===== src/design/wake_pkg.sv =====
// Purpose: shared constants and types of the wake event indication block
// Assumes: 100 MHz pclk, 32-bit APB with 12-bit byte addresses
// Notes: bit positions follow the power and wake control word
package wake_pkg;

    localparam int ADDR_W = 12;

    // register byte addresses
    localparam logic [11:0] PWC_OFF = 12'h084;
    localparam logic [11:0] HWCFG_OFF = 12'h070;
    localparam logic [11:0] BYTE_TEST_OFF = 12'h064;

    // power_wake_control field positions
    localparam int PSTATE_HI = 13;
    localparam int PSTATE_LO = 12;
    localparam int NET_EN_BIT = 9;
    localparam int ENERGY_DETECT_ENABLE_BIT = 8;
    localparam int TYPE_BIT = 6;
    localparam int CAUSE_HI = 5;
    localparam int CAUSE_LO = 4;
    localparam int PULSE_BIT = 3;
    localparam int POL_BIT = 2;
    localparam int PIN_EN_BIT = 1;
    localparam int READY_BIT = 0;

    // wake cause bit indices within the two-bit field
    localparam int CAUSE_ED_IDX = 0;
    localparam int CAUSE_NET_IDX = 1;

    // wake cause codes
    localparam logic [1:0] CAUSE_NONE = 2'h0;
    localparam logic [1:0] CAUSE_ENERGY = 2'h1;
    localparam logic [1:0] CAUSE_NET = 2'h2;
    localparam logic [1:0] CAUSE_MULTI = 2'h3;

    // power state select encodings
    localparam logic [1:0] PS_NORMAL = 2'h0;
    localparam logic [1:0] PS_NET_DETECT = 2'h1;
    localparam logic [1:0] PS_ENERGY = 2'h2;
    localparam logic [1:0] PS_RESERVED = 2'h3;

    // reset values
    localparam logic [31:0] HWCFG_RESET = 32'h0000_0000;
    // arbitrary fixed pattern read back from the byte order test register
    localparam logic [31:0] BYTE_TEST_VALUE = 32'h8765_4321;

    // timing
    localparam int CLK_KHZ = 100000;
    localparam int PULSE_MS = 50;
    localparam int PULSE_CYCLES = PULSE_MS * CLK_KHZ;
    localparam int STABLE_US = 20;
    localparam int STABLE_CYCLES = (STABLE_US * CLK_KHZ + 999) / 1000;

    typedef struct packed {
        logic [1:0] pstate;
        logic net_en;
        logic energy_detect_enable;
        logic drive_pp;
        logic pulse;
        logic pol;
        logic pin_en;
    } ctrl_t;

    localparam ctrl_t CTRL_RESET = '0;

endpackage : wake_pkg


===== src/design/cycle_timer.sv =====
// Purpose: down counter that stays busy for a set number of cycles
// Assumes: start is a one-cycle pulse; a new start restarts the count
// Notes: done pulses in the last busy cycle
`timescale 1ns/10ps
module cycle_timer
#(
    parameter int WIDTH = 32,
    parameter int LOAD = 1
)
(
    input wire logic clk, // clock
    input wire logic rst_n, // async reset, active low
    input wire logic start, // begin a new count
    output logic busy, // count running
    output logic done // last cycle of the count
);

    localparam logic [WIDTH-1:0] LOAD_V = WIDTH'(LOAD);
    localparam logic [WIDTH-1:0] ONE = WIDTH'(1);

    logic [WIDTH-1:0] count_q;

    generate
        if (LOAD < 1 || (WIDTH < 32 && LOAD >= (1 << WIDTH)))
        begin : g_bad
            $error("cycle_timer: LOAD does not fit WIDTH");
        end
    endgenerate

    always_ff @(posedge clk or negedge rst_n)
    begin
        if (!rst_n)
            count_q <= '0;
        else if (start)
            count_q <= LOAD_V;
        else if (count_q != '0)
            count_q <= count_q - ONE;
    end

    assign busy = (count_q != '0);
    assign done = (count_q == ONE) && !start;

endmodule : cycle_timer


===== src/design/wake_event_indication.sv =====
// Purpose: wake event gating, wake pin drive and device ready control
// Assumes: APB slave, zero wait states, event inputs synchronous to pclk
// Notes: event inputs are levels held by the detectors until serviced
//
// Overview of operation
// - network wake drives enabled pin per mode
// - network wake raises interrupt regardless pin enable
// - energy detect drives enabled pin per mode
// - energy detect raises interrupt regardless pin enable
// - drive type selects open-drain or push-pull
// - open-drain ignores polarity, always active low
// - cause field encodes none, energy, frame, multiple
// - cause bits write-one-clear only when ready
// - pulse mode holds pin active 50 ms
// - static mode holds pin active continuously
// - clearing cause or enable releases pin
// - push-pull polarity bit sets active level
// - pin enable gates pin, not interrupt
// - ready flag after stabilizing; register always readable
// - while not ready, only two registers readable
// - power state encodings normal, frame, energy
// - byte test write wakes reduced state
`timescale 1ns/10ps
module wake_event_indication
#(
    parameter int PULSE_CYCLES = wake_pkg::PULSE_CYCLES,
    parameter int STABLE_CYCLES = wake_pkg::STABLE_CYCLES
)
(
    input wire logic pclk, // bus clock
    input wire logic presetn, // async reset, active low
    input wire logic psel, // apb select
    input wire logic penable, // apb access phase
    input wire logic pwrite, // apb direction
    input wire logic [11:0] paddr, // apb byte address
    input wire logic [31:0] pwdata, // apb write data
    output logic [31:0] prdata, // apb read data
    output logic pready, // apb ready
    output logic pslverr, // apb error
    input wire logic network_wake, // network wake event level
    input wire logic energy_detect, // energy detect event level
    output logic wake_event_pin_o, // wake pin output value
    output logic wake_event_pin_oe, // wake pin output enable
    output logic wake_interrupt, // internal wake interrupt
    output logic [1:0] power_state_select // current power state
);

    typedef enum logic [1:0] {
        ST_STABILIZE,
        ST_READY,
        ST_REDUCED
    } dev_state_t;

    // both timers share one counter width
    localparam int TIMER_W = 32;

    generate
        if (PULSE_CYCLES < 1 || STABLE_CYCLES < 1)
        begin : g_bad
            $error("wake_event_indication: timing counts must be >= 1");
        end
    endgenerate

    generate
        if (wake_pkg::PSTATE_HI - wake_pkg::PSTATE_LO != 1
            || wake_pkg::CAUSE_HI - wake_pkg::CAUSE_LO != 1)
        begin : g_bad_fields
            $error("wake_event_indication: two-bit fields expected");
        end
    endgenerate

    wake_pkg::ctrl_t ctrl_q;
    dev_state_t state_q;
    logic [1:0] cause_q;
    logic [31:0] hwcfg_q;
    logic [31:0] rdata_q;
    logic err_q;
    logic start_q;
    logic active_q;
    logic pin_q;
    logic oe_q;
    logic irq_q;

    logic ready;
    logic setup;
    logic wr_access;
    logic hit_pwc;
    logic hit_hwcfg;
    logic hit_test;
    logic rd_ok;
    logic wr_ok;
    logic wr_pwc;
    logic wr_test;
    logic [1:0] new_pstate;
    logic [1:0] cause_set;
    logic [1:0] cause_clr;
    logic [1:0] source_live;
    logic wake_active;
    logic pulse_busy;
    logic stable_done;
    logic pin_assert;
    logic [31:0] pwc_word;
    logic [31:0] read_mux;
    logic [1:0] cause_d;
    logic pulse_start;
    logic pin_d;
    logic oe_d;
    logic wr_hwcfg;

    assign ready = (state_q == ST_READY);
    assign setup = psel && !penable;
    assign wr_access = psel && penable && pwrite;

    assign hit_pwc = (paddr == wake_pkg::PWC_OFF);
    assign hit_hwcfg = (paddr == wake_pkg::HWCFG_OFF);
    assign hit_test = (paddr == wake_pkg::BYTE_TEST_OFF);

    // reads: two registers stay reachable in every state
    assign rd_ok = hit_pwc || hit_hwcfg || (hit_test && ready);
    // writes: only the byte test register before ready
    assign wr_ok = ready ? (hit_pwc || hit_hwcfg || hit_test)
                         : hit_test;

    assign wr_pwc = wr_access && hit_pwc && ready;
    assign wr_test = wr_access && hit_test;
    assign wr_hwcfg = wr_access && hit_hwcfg && ready;
    assign new_pstate = pwdata[wake_pkg::PSTATE_HI:wake_pkg::PSTATE_LO];

    // readback word of the power and wake control register
    always_comb
    begin
        pwc_word = '0;
        pwc_word[wake_pkg::PSTATE_HI:wake_pkg::PSTATE_LO] = ctrl_q.pstate;
        pwc_word[wake_pkg::NET_EN_BIT] = ctrl_q.net_en;
        pwc_word[wake_pkg::ENERGY_DETECT_ENABLE_BIT] = ctrl_q.energy_detect_enable;
        pwc_word[wake_pkg::TYPE_BIT] = ctrl_q.drive_pp;
        pwc_word[wake_pkg::CAUSE_HI:wake_pkg::CAUSE_LO] = cause_q;
        pwc_word[wake_pkg::PULSE_BIT] = ctrl_q.pulse;
        pwc_word[wake_pkg::POL_BIT] = ctrl_q.pol;
        pwc_word[wake_pkg::PIN_EN_BIT] = ctrl_q.pin_en;
        pwc_word[wake_pkg::READY_BIT] = ready;
    end

    always_comb
    begin
        read_mux = '0;
        if (hit_pwc)
            read_mux = pwc_word;
        else if (hit_hwcfg)
            read_mux = hwcfg_q;
        else if (hit_test && ready)
            read_mux = wake_pkg::BYTE_TEST_VALUE;
    end

    // read data and error captured in the setup phase
    always_ff @(posedge pclk or negedge presetn)
    begin
        if (!presetn)
            rdata_q <= '0;
        else if (setup)
            rdata_q <= (!pwrite && rd_ok) ? read_mux : '0;
    end

    always_ff @(posedge pclk or negedge presetn)
    begin
        if (!presetn)
            err_q <= 1'b0;
        else if (setup)
            err_q <= pwrite ? !wr_ok : !rd_ok;
    end

    assign pready = 1'b1;
    assign prdata = rdata_q;
    assign pslverr = psel && penable && err_q;

    // device power state sequencing
    always_ff @(posedge pclk or negedge presetn)
    begin
        if (!presetn)
            state_q <= ST_STABILIZE;
        else
        begin
            case (state_q)
                ST_STABILIZE:
                    if (stable_done)
                        state_q <= ST_READY;
                ST_READY:
                    if (wr_pwc && new_pstate != wake_pkg::PS_NORMAL
                        && new_pstate != wake_pkg::PS_RESERVED)
                        state_q <= ST_REDUCED;
                ST_REDUCED:
                    if (wr_test)
                        state_q <= ST_STABILIZE;
                default:
                    state_q <= ST_STABILIZE;
            endcase
        end
    end

    // restart the stabilize timer after reset and after each wake
    always_ff @(posedge pclk or negedge presetn)
    begin
        if (!presetn)
            start_q <= 1'b1;
        else
            start_q <= (state_q == ST_REDUCED) && wr_test;
    end

    cycle_timer
    #(
        .WIDTH(TIMER_W),
        .LOAD(STABLE_CYCLES)
    )
    u_stable
    (
        .clk(pclk),
        .rst_n(presetn),
        .start(start_q),
        .busy(),
        .done(stable_done)
    );

    // control fields
    always_ff @(posedge pclk or negedge presetn)
    begin
        if (!presetn)
            ctrl_q <= wake_pkg::CTRL_RESET;
        else if (wr_pwc)
        begin
            if (new_pstate != wake_pkg::PS_RESERVED)
                ctrl_q.pstate <= new_pstate;
            ctrl_q.net_en <= pwdata[wake_pkg::NET_EN_BIT];
            ctrl_q.energy_detect_enable <= pwdata[wake_pkg::ENERGY_DETECT_ENABLE_BIT];
            ctrl_q.drive_pp <= pwdata[wake_pkg::TYPE_BIT];
            ctrl_q.pulse <= pwdata[wake_pkg::PULSE_BIT];
            ctrl_q.pol <= pwdata[wake_pkg::POL_BIT];
            ctrl_q.pin_en <= pwdata[wake_pkg::PIN_EN_BIT];
        end
        else if (state_q == ST_REDUCED && wr_test)
            ctrl_q.pstate <= wake_pkg::PS_NORMAL;
    end

    always_ff @(posedge pclk or negedge presetn)
    begin
        if (!presetn)
            hwcfg_q <= wake_pkg::HWCFG_RESET;
        else if (wr_hwcfg)
            hwcfg_q <= pwdata;
    end

    // wake cause latching
    assign source_live[wake_pkg::CAUSE_ED_IDX] = energy_detect;
    assign source_live[wake_pkg::CAUSE_NET_IDX] = network_wake;

    assign cause_set[wake_pkg::CAUSE_ED_IDX] =
        ctrl_q.energy_detect_enable && energy_detect;
    assign cause_set[wake_pkg::CAUSE_NET_IDX] =
        ctrl_q.net_en && network_wake;

    // clear needs ready and a quiet source behind the bit
    assign cause_clr = (wr_pwc ? pwdata[wake_pkg::CAUSE_HI:wake_pkg::CAUSE_LO]
                               : 2'h0) & ~source_live;

    // a set in the same cycle as its clear wins
    assign cause_d = cause_set | (cause_q & ~cause_clr);

    always_ff @(posedge pclk or negedge presetn)
    begin
        if (!presetn)
            cause_q <= wake_pkg::CAUSE_NONE;
        else
            cause_q <= cause_d;
    end

    // an event stays active while its cause and enable both hold
    assign wake_active =
        (cause_q[wake_pkg::CAUSE_ED_IDX] && ctrl_q.energy_detect_enable) ||
        (cause_q[wake_pkg::CAUSE_NET_IDX] && ctrl_q.net_en);

    always_ff @(posedge pclk or negedge presetn)
    begin
        if (!presetn)
            active_q <= 1'b0;
        else
            active_q <= wake_active;
    end

    // a new pulse only on the rise of the combined event
    assign pulse_start = wake_active && !active_q;

    cycle_timer
    #(
        .WIDTH(TIMER_W),
        .LOAD(PULSE_CYCLES)
    )
    u_pulse
    (
        .clk(pclk),
        .rst_n(presetn),
        .start(pulse_start),
        .busy(pulse_busy),
        .done()
    );

    // pulse mode ends with the timer, static mode follows the event
    assign pin_assert = ctrl_q.pin_en && wake_active &&
        (ctrl_q.pulse ? pulse_busy : 1'b1);

    // pin drive: open drain pulls low only, push-pull follows polarity
    always_comb
    begin
        oe_d = pin_assert;
        pin_d = 1'b0;
        if (ctrl_q.drive_pp)
        begin
            oe_d = 1'b1;
            pin_d = ctrl_q.pol ? pin_assert : !pin_assert;
        end
    end

    always_ff @(posedge pclk or negedge presetn)
    begin
        if (!presetn)
        begin
            pin_q <= 1'b0;
            oe_q <= 1'b0;
        end
        else
        begin
            pin_q <= pin_d;
            oe_q <= oe_d;
        end
    end

    // interrupt ignores the pin enable
    always_ff @(posedge pclk or negedge presetn)
    begin
        if (!presetn)
            irq_q <= 1'b0;
        else
            irq_q <= wake_active;
    end

    assign wake_event_pin_o = pin_q;
    assign wake_event_pin_oe = oe_q;
    assign wake_interrupt = irq_q;
    assign power_state_select = ctrl_q.pstate;

endmodule : wake_event_indication


===== config.mk =====
export PLATFORM = sky130hd
export DESIGN_NAME = wake_event_indication
export DESIGN_NICKNAME = d
export VERILOG_FILES = /design/src/design/wake_pkg.sv /design/src/design/cycle_timer.sv /design/src/design/wake_event_indication.sv
export SDC_FILE = /design/constraint.sdc
export NUM_CORES = 1
export LEC_CHECK = 0
export CAP_MARGIN = 30
export CORE_MARGIN = 5
export CORE_UTILIZATION = 57
export CTS_CLUSTER_SIZE = 30
export DETAILED_ROUTE_END_ITERATION = 8
export DONT_BUFFER_PORTS = 1
export PLACE_DENSITY = 0.78
export SLEW_MARGIN = 20
export SYNTH_ARGS = -nofsm -noshare
export SYNTH_HDL_FRONTEND = slang
export SYNTH_SLANG_ARGS = --single-unit

===== constraint.sdc =====
create_clock -name pclk -period 4.2 [get_ports pclk]
set_input_delay 0.63 -clock pclk [delete_from_list [all_inputs] [get_ports pclk]]
set_output_delay 0.63 -clock pclk [all_outputs]
set_load 0.01 [all_outputs]

==> results.env <==
WORST-ENDPOINT-ARRIVAL_NS=3.34
GRT_MAX_DEGREE=145
H-TREE-DEPTH=4
SETUP_REPAIR_AFTER_GLOBAL_ROUTING_MISSED_ITS_MARGIN='no'
RUN_STATUS='completed'
SYNTH-SEQ-AREA-SHARE_PCT=53.3
CRITICAL_PATH_CLASS='register to register'
PLACE.GP.CONGESTION=0.836
NUMCLOCKSINKS=145
TIMING.MAX_CAP.VIOLATIONS=0
START_UTIL_PCT=57.4
GLOBALROUTEOVERFLOWTOTAL=0
POST_SYNTH_INST_COUNT=645
TIMING.FINAL.CRIT_PERIOD_NS=3.03
DRT_DRC_VIOLATIONS_LEFT=0
CLOCK_TREE_FROM_TRITONCTS='done'
DESIGN.FINAL.NETS=693
GLOBAL_ROUTE_WIRE_LENGTH_BEFORE_REPAIR_UM=25200
SHARE_SEQ_OF_TOTAL_POWER_PCT=33.1
NETSWITCHINGFRACTION_PCT=37.2
HPWL_UM=10100
CORE-AREA_UM2=11900
MAX-CLOCK-PATH-BUFFERS=2
AREA_GROWTH_FROM_SYNTHESIS_TO_LAYOUT_PCT=9.79
SYNTHESIS.AREA_UM2=6810
CLOCK_INSERTION_DELAY_WORST_SKEW_NS=0.43
DIE_H_UM=119
FINAL-MAX-SLEW-VIOLATION-COUNT=0
TIMING.SETUP.TNS_NS=0
WORST-PATH-MAX-FANOUT=11
TIMING.HOLD.WORST.CLASS='input pin to async pin'
FINAL_CELLS=798
AVGROUTEDWIREPERCELL_UM=19.1
CTS-BUFFERS-INSERTED=17
SYNTHDISTINCTLIBCELLS=55
MAX_FREQ_MHz=330
WORST_PATH_DOMINANT_CELL_FAMILY='simple AND/OR/NAND/NOR gates'
DR.PASS1.ITERS=5
SYNTH.AVG_CELL_AREA_UM2=10.6
NUMBER_OF_TOP_LEVEL_PINS=90
YOSYSWARNINGCOUNT=0
CRITICAL_PATH_CELL_LIST='or3_2, or3_1, o41ai_2, nor3_1, or3b_2'
FINALHOLDVIOLCOUNT=0
DETAILED_PLACE.AREA_UM2=6880
TIGHTESTPINTRANSITION_NS=0.954
CRITPATHMAXSTAGEDELAY_NS=0.93
DETAIL_ROUTE.VIAS_PER_CELL=6.51
SYNTH_AREA_LEADER='sky130_fd_sc_hd__dfrtp_1'
FP.DIEW_UM=119
NUMBER_OF_SYNTHESIZED_REGISTER_BITS=145
ANTENNA_CELLS_INSERTED=0
NUMBER_OF_ENDPOINTS_FAILING_SETUP_AT_THE_FINAL_STAGE=0
P_LEAK_nW=3.51
SYNTH-EDFF-COUNT=0
LAYOUT_WORST_PATH_CYCLE_SHARE_PCT=72.2
CRIT_CELLS=5
SYNTH_TOP_AREA_SHARE_PCT=52.9
INTERNAL-POWER_mW=3.44
POWER.DENSITY_CELL_AREA_nW_PER_UM2=733
MOSTFREQUENTLAYOUTCELL='sky130_fd_sc_hd__dfrtp_1'
MOSTFREQUENTLAYOUTCELLS='144 x sky130_fd_sc_hd__dfrtp_1, 46 x sky130_fd_sc_hd__o21ai_0, 41 x sky130_fd_sc_hd__nand2_1, 41 x sky130_fd_sc_hd__nor2_1, 41 x sky130_fd_sc_hd__mux2_2'
VIA_TOTAL_AFTER_DETAILED_ROUTING=5196
PORT_BUFFERS=0
CTS.ROOT.BUFFER_CELL='sky130_fd_sc_hd__clkbuf_16'
YOSYS_MOST_USED_DFF='sky130_fd_sc_hd__dfrtp_1'
ANTENNA_VIOLATIONS_BEFORE_REPAIR=0
POST_ROUTE_CELLS_DRIVE_ABOVE_1_SHARE_PCT=14.9
FIN_AREA_UM2=7480
SHARE_OF_FLIP_FLOPS_WITH_AN_ASYNCHRONOUS_SET_OR_RESET_AFTER_SYNTHESIS_PCT=100
VDD.IR_DROP.WORST_mV=0.581
SYNTH_NETS=699
CRITICAL_PATH.STARTPOINT_TYPE='register'
ANT_NETS=0
WORST_CLOCK_SKEW_NS=0.00804
ROUTED_WL_UM=15300
FLOORPLAN.ROWS=40
CP_SLOWEST_CELL='sky130_fd_sc_hd__o41ai_2'
TIMING.MAX_SLEW.REL_SLACK_PCT=35.7
TIMING.CRITICAL_PATH.BUF_INV=0
1ST_ITER_DRT_VIOLS=362
FLOORPLAN.DIE_AREA_UM2=14200
CLOCK_POWER_SHARE_PCT=26.7
CLK_PIN_SLEW_WORST_PATHS_NS=0.06
GRT_PASS1_VIAS=5089
DP.CELLS=766
NETLIST_TOP_CELLS_AREA='sky130_fd_sc_hd__dfrtp_1 53%, sky130_fd_sc_hd__mux2_2 6.8%, sky130_fd_sc_hd__o21ai_0 3.4%, sky130_fd_sc_hd__a21oi_1 2.7%, sky130_fd_sc_hd__or4_1 2.5%'
GROUTE.USAGE.OVERALL_PCT=22.0
END_KIND='register'
SWITCHING_POWER_mW=2.04
RR_WORST_DEPTH=5
PWR-SHARE-COMB_PCT=40.2
CRITICAL_PATH_REQUIRED_NS=4.51
-- state kept, by name, summed over array words and instances, names as in the netlist, 2 cells and up --
signal and count:
hwcfg_q 32, prdata 32, u_pulse.count_q 32, u_stable.count_q 32, ctrl_q 6, cause_q 2
power_state_select 2, state_q 2
-- cell usage after synthesis, types with 20 or more instances --
cell type / count
sky130_fd_sc_hd__or4_1: 23
sky130_fd_sc_hd__o31ai_1: 20
sky130_fd_sc_hd__a21oi_1: 37
sky130_fd_sc_hd__nor3_1: 21
sky130_fd_sc_hd__nand2_1: 41
sky130_fd_sc_hd__clkbuf_1: 20
sky130_fd_sc_hd__nor2_1: 41
sky130_fd_sc_hd__o21ai_0: 46
sky130_fd_sc_hd__nor4_1: 21
sky130_fd_sc_hd__dfrtp_1: 144
sky130_fd_sc_hd__mux2_2: 41
sky130_fd_sc_hd__or3_1: 22
-- layer usage --
layer  track usage, %  share of wire [%]  up-vias
met3             7.74                7.9       32
li1                 -                  -     2388
met1             26.8                 41     2600
met4             8.66                1.9        0
met2             36.0                 49      176
met5                0                  0        -
-- kinds of logic (layout without fill, tap and decap cells) --
kind of cell	after synthesis	after routing	share of synthesized area, %
AOI/OAI and AO/OA	150	150	13.8
buffers and inverters	41	47	2.88
DFF	145	145	53.3
adders and majority gates	3	3	0.551
muxes	48	48	7.81
xor gates and xnor gates	8	8	1.03
other	1	1	0.0550
and+or+nand+nor	249	249	20.6
-- metrics by stage --
stage	setup WS [ns]	power, mW	util [%]	hold WS [ns]
2_1_floorplan	1.47	3.58	-	0.334
3_3_place_gp	1.35	3.84	58.0	0.340
3_5_place_dp	1.20	3.98	58.0	0.340
4_1_cts	1.18	5.48	63.0	0.0339
5_1_grt	1.04	5.90	63.1	0.0270
6_report	1.17	5.48	63.1	0.0402
-- power groups by stage --
stage | Sequential (mW) | Combinational [mW] | Clock, mW
2_1_floorplan | 1.79 | 1.79 | 0
3_3_place_gp | 1.82 | 2.03 | 0
3_5_place_dp | 1.83 | 2.15 | 0
4_1_cts | 1.81 | 2.19 | 1.47
5_1_grt | 1.84 | 2.52 | 1.54
6_report | 1.82 | 2.20 | 1.46
-- worst paths after layout --
kind	startpoint	endpoint	slack (ns)
setup / recovery	u_stable.count_q[17]$_DFFE_PN0P_	u_stable.count_q[6]$_DFFE_PN0P_	1.17
max in group asynchronous	presetn	u_stable.count_q[25]$_DFFE_PN0P_	3.46
setup reg to reg	u_stable.count_q[17]$_DFFE_PN0P_	u_stable.count_q[6]$_DFFE_PN0P_	1.17
hold / removal	presetn	start_q$_DFF_PN1_	0.04
min in group pclk	pwdata[4]	cause_q[0]$_DFF_PN0_	0.30
hold reg to reg	hwcfg_q[27]$_DFFE_PN0P_	prdata[27]$_DFFE_PN0P_	0.48
-- layout make-up --
| class | instances | area, µm² |
|---|---|---|
| clock buffer | 19 | 433 |
| clock inverter | 12 | 135 |
| fill | 894 | 4380 |
| inverter | 9 | 33.8 |
| multi-input combinational | 459 | 2990 |
| sequential | 145 | 3630 |
| tap | 147 | 184 |
| timing repair buffer | 7 | 72.6 |
-- worst reg2reg max path: stages, from the launching register on --
cell                      delay [ns]
sky130_fd_sc_hd__dfrtp_1        0.41
sky130_fd_sc_hd__or3_2          0.52
sky130_fd_sc_hd__or3_1          0.50
sky130_fd_sc_hd__o41ai_2        0.93
sky130_fd_sc_hd__nor3_1         0.08
sky130_fd_sc_hd__or3b_2         0.47
-- repair_timing --
| action | in CTS | in global routing |
|---|---|---|
| hold endpoints to repair | 144 | 0 |
| resized for setup | 0 | 0 |
| buffers inserted | 0 | 0 |
| hold buffers | 1 | 0 |
(Power assumes the default switching activity.)
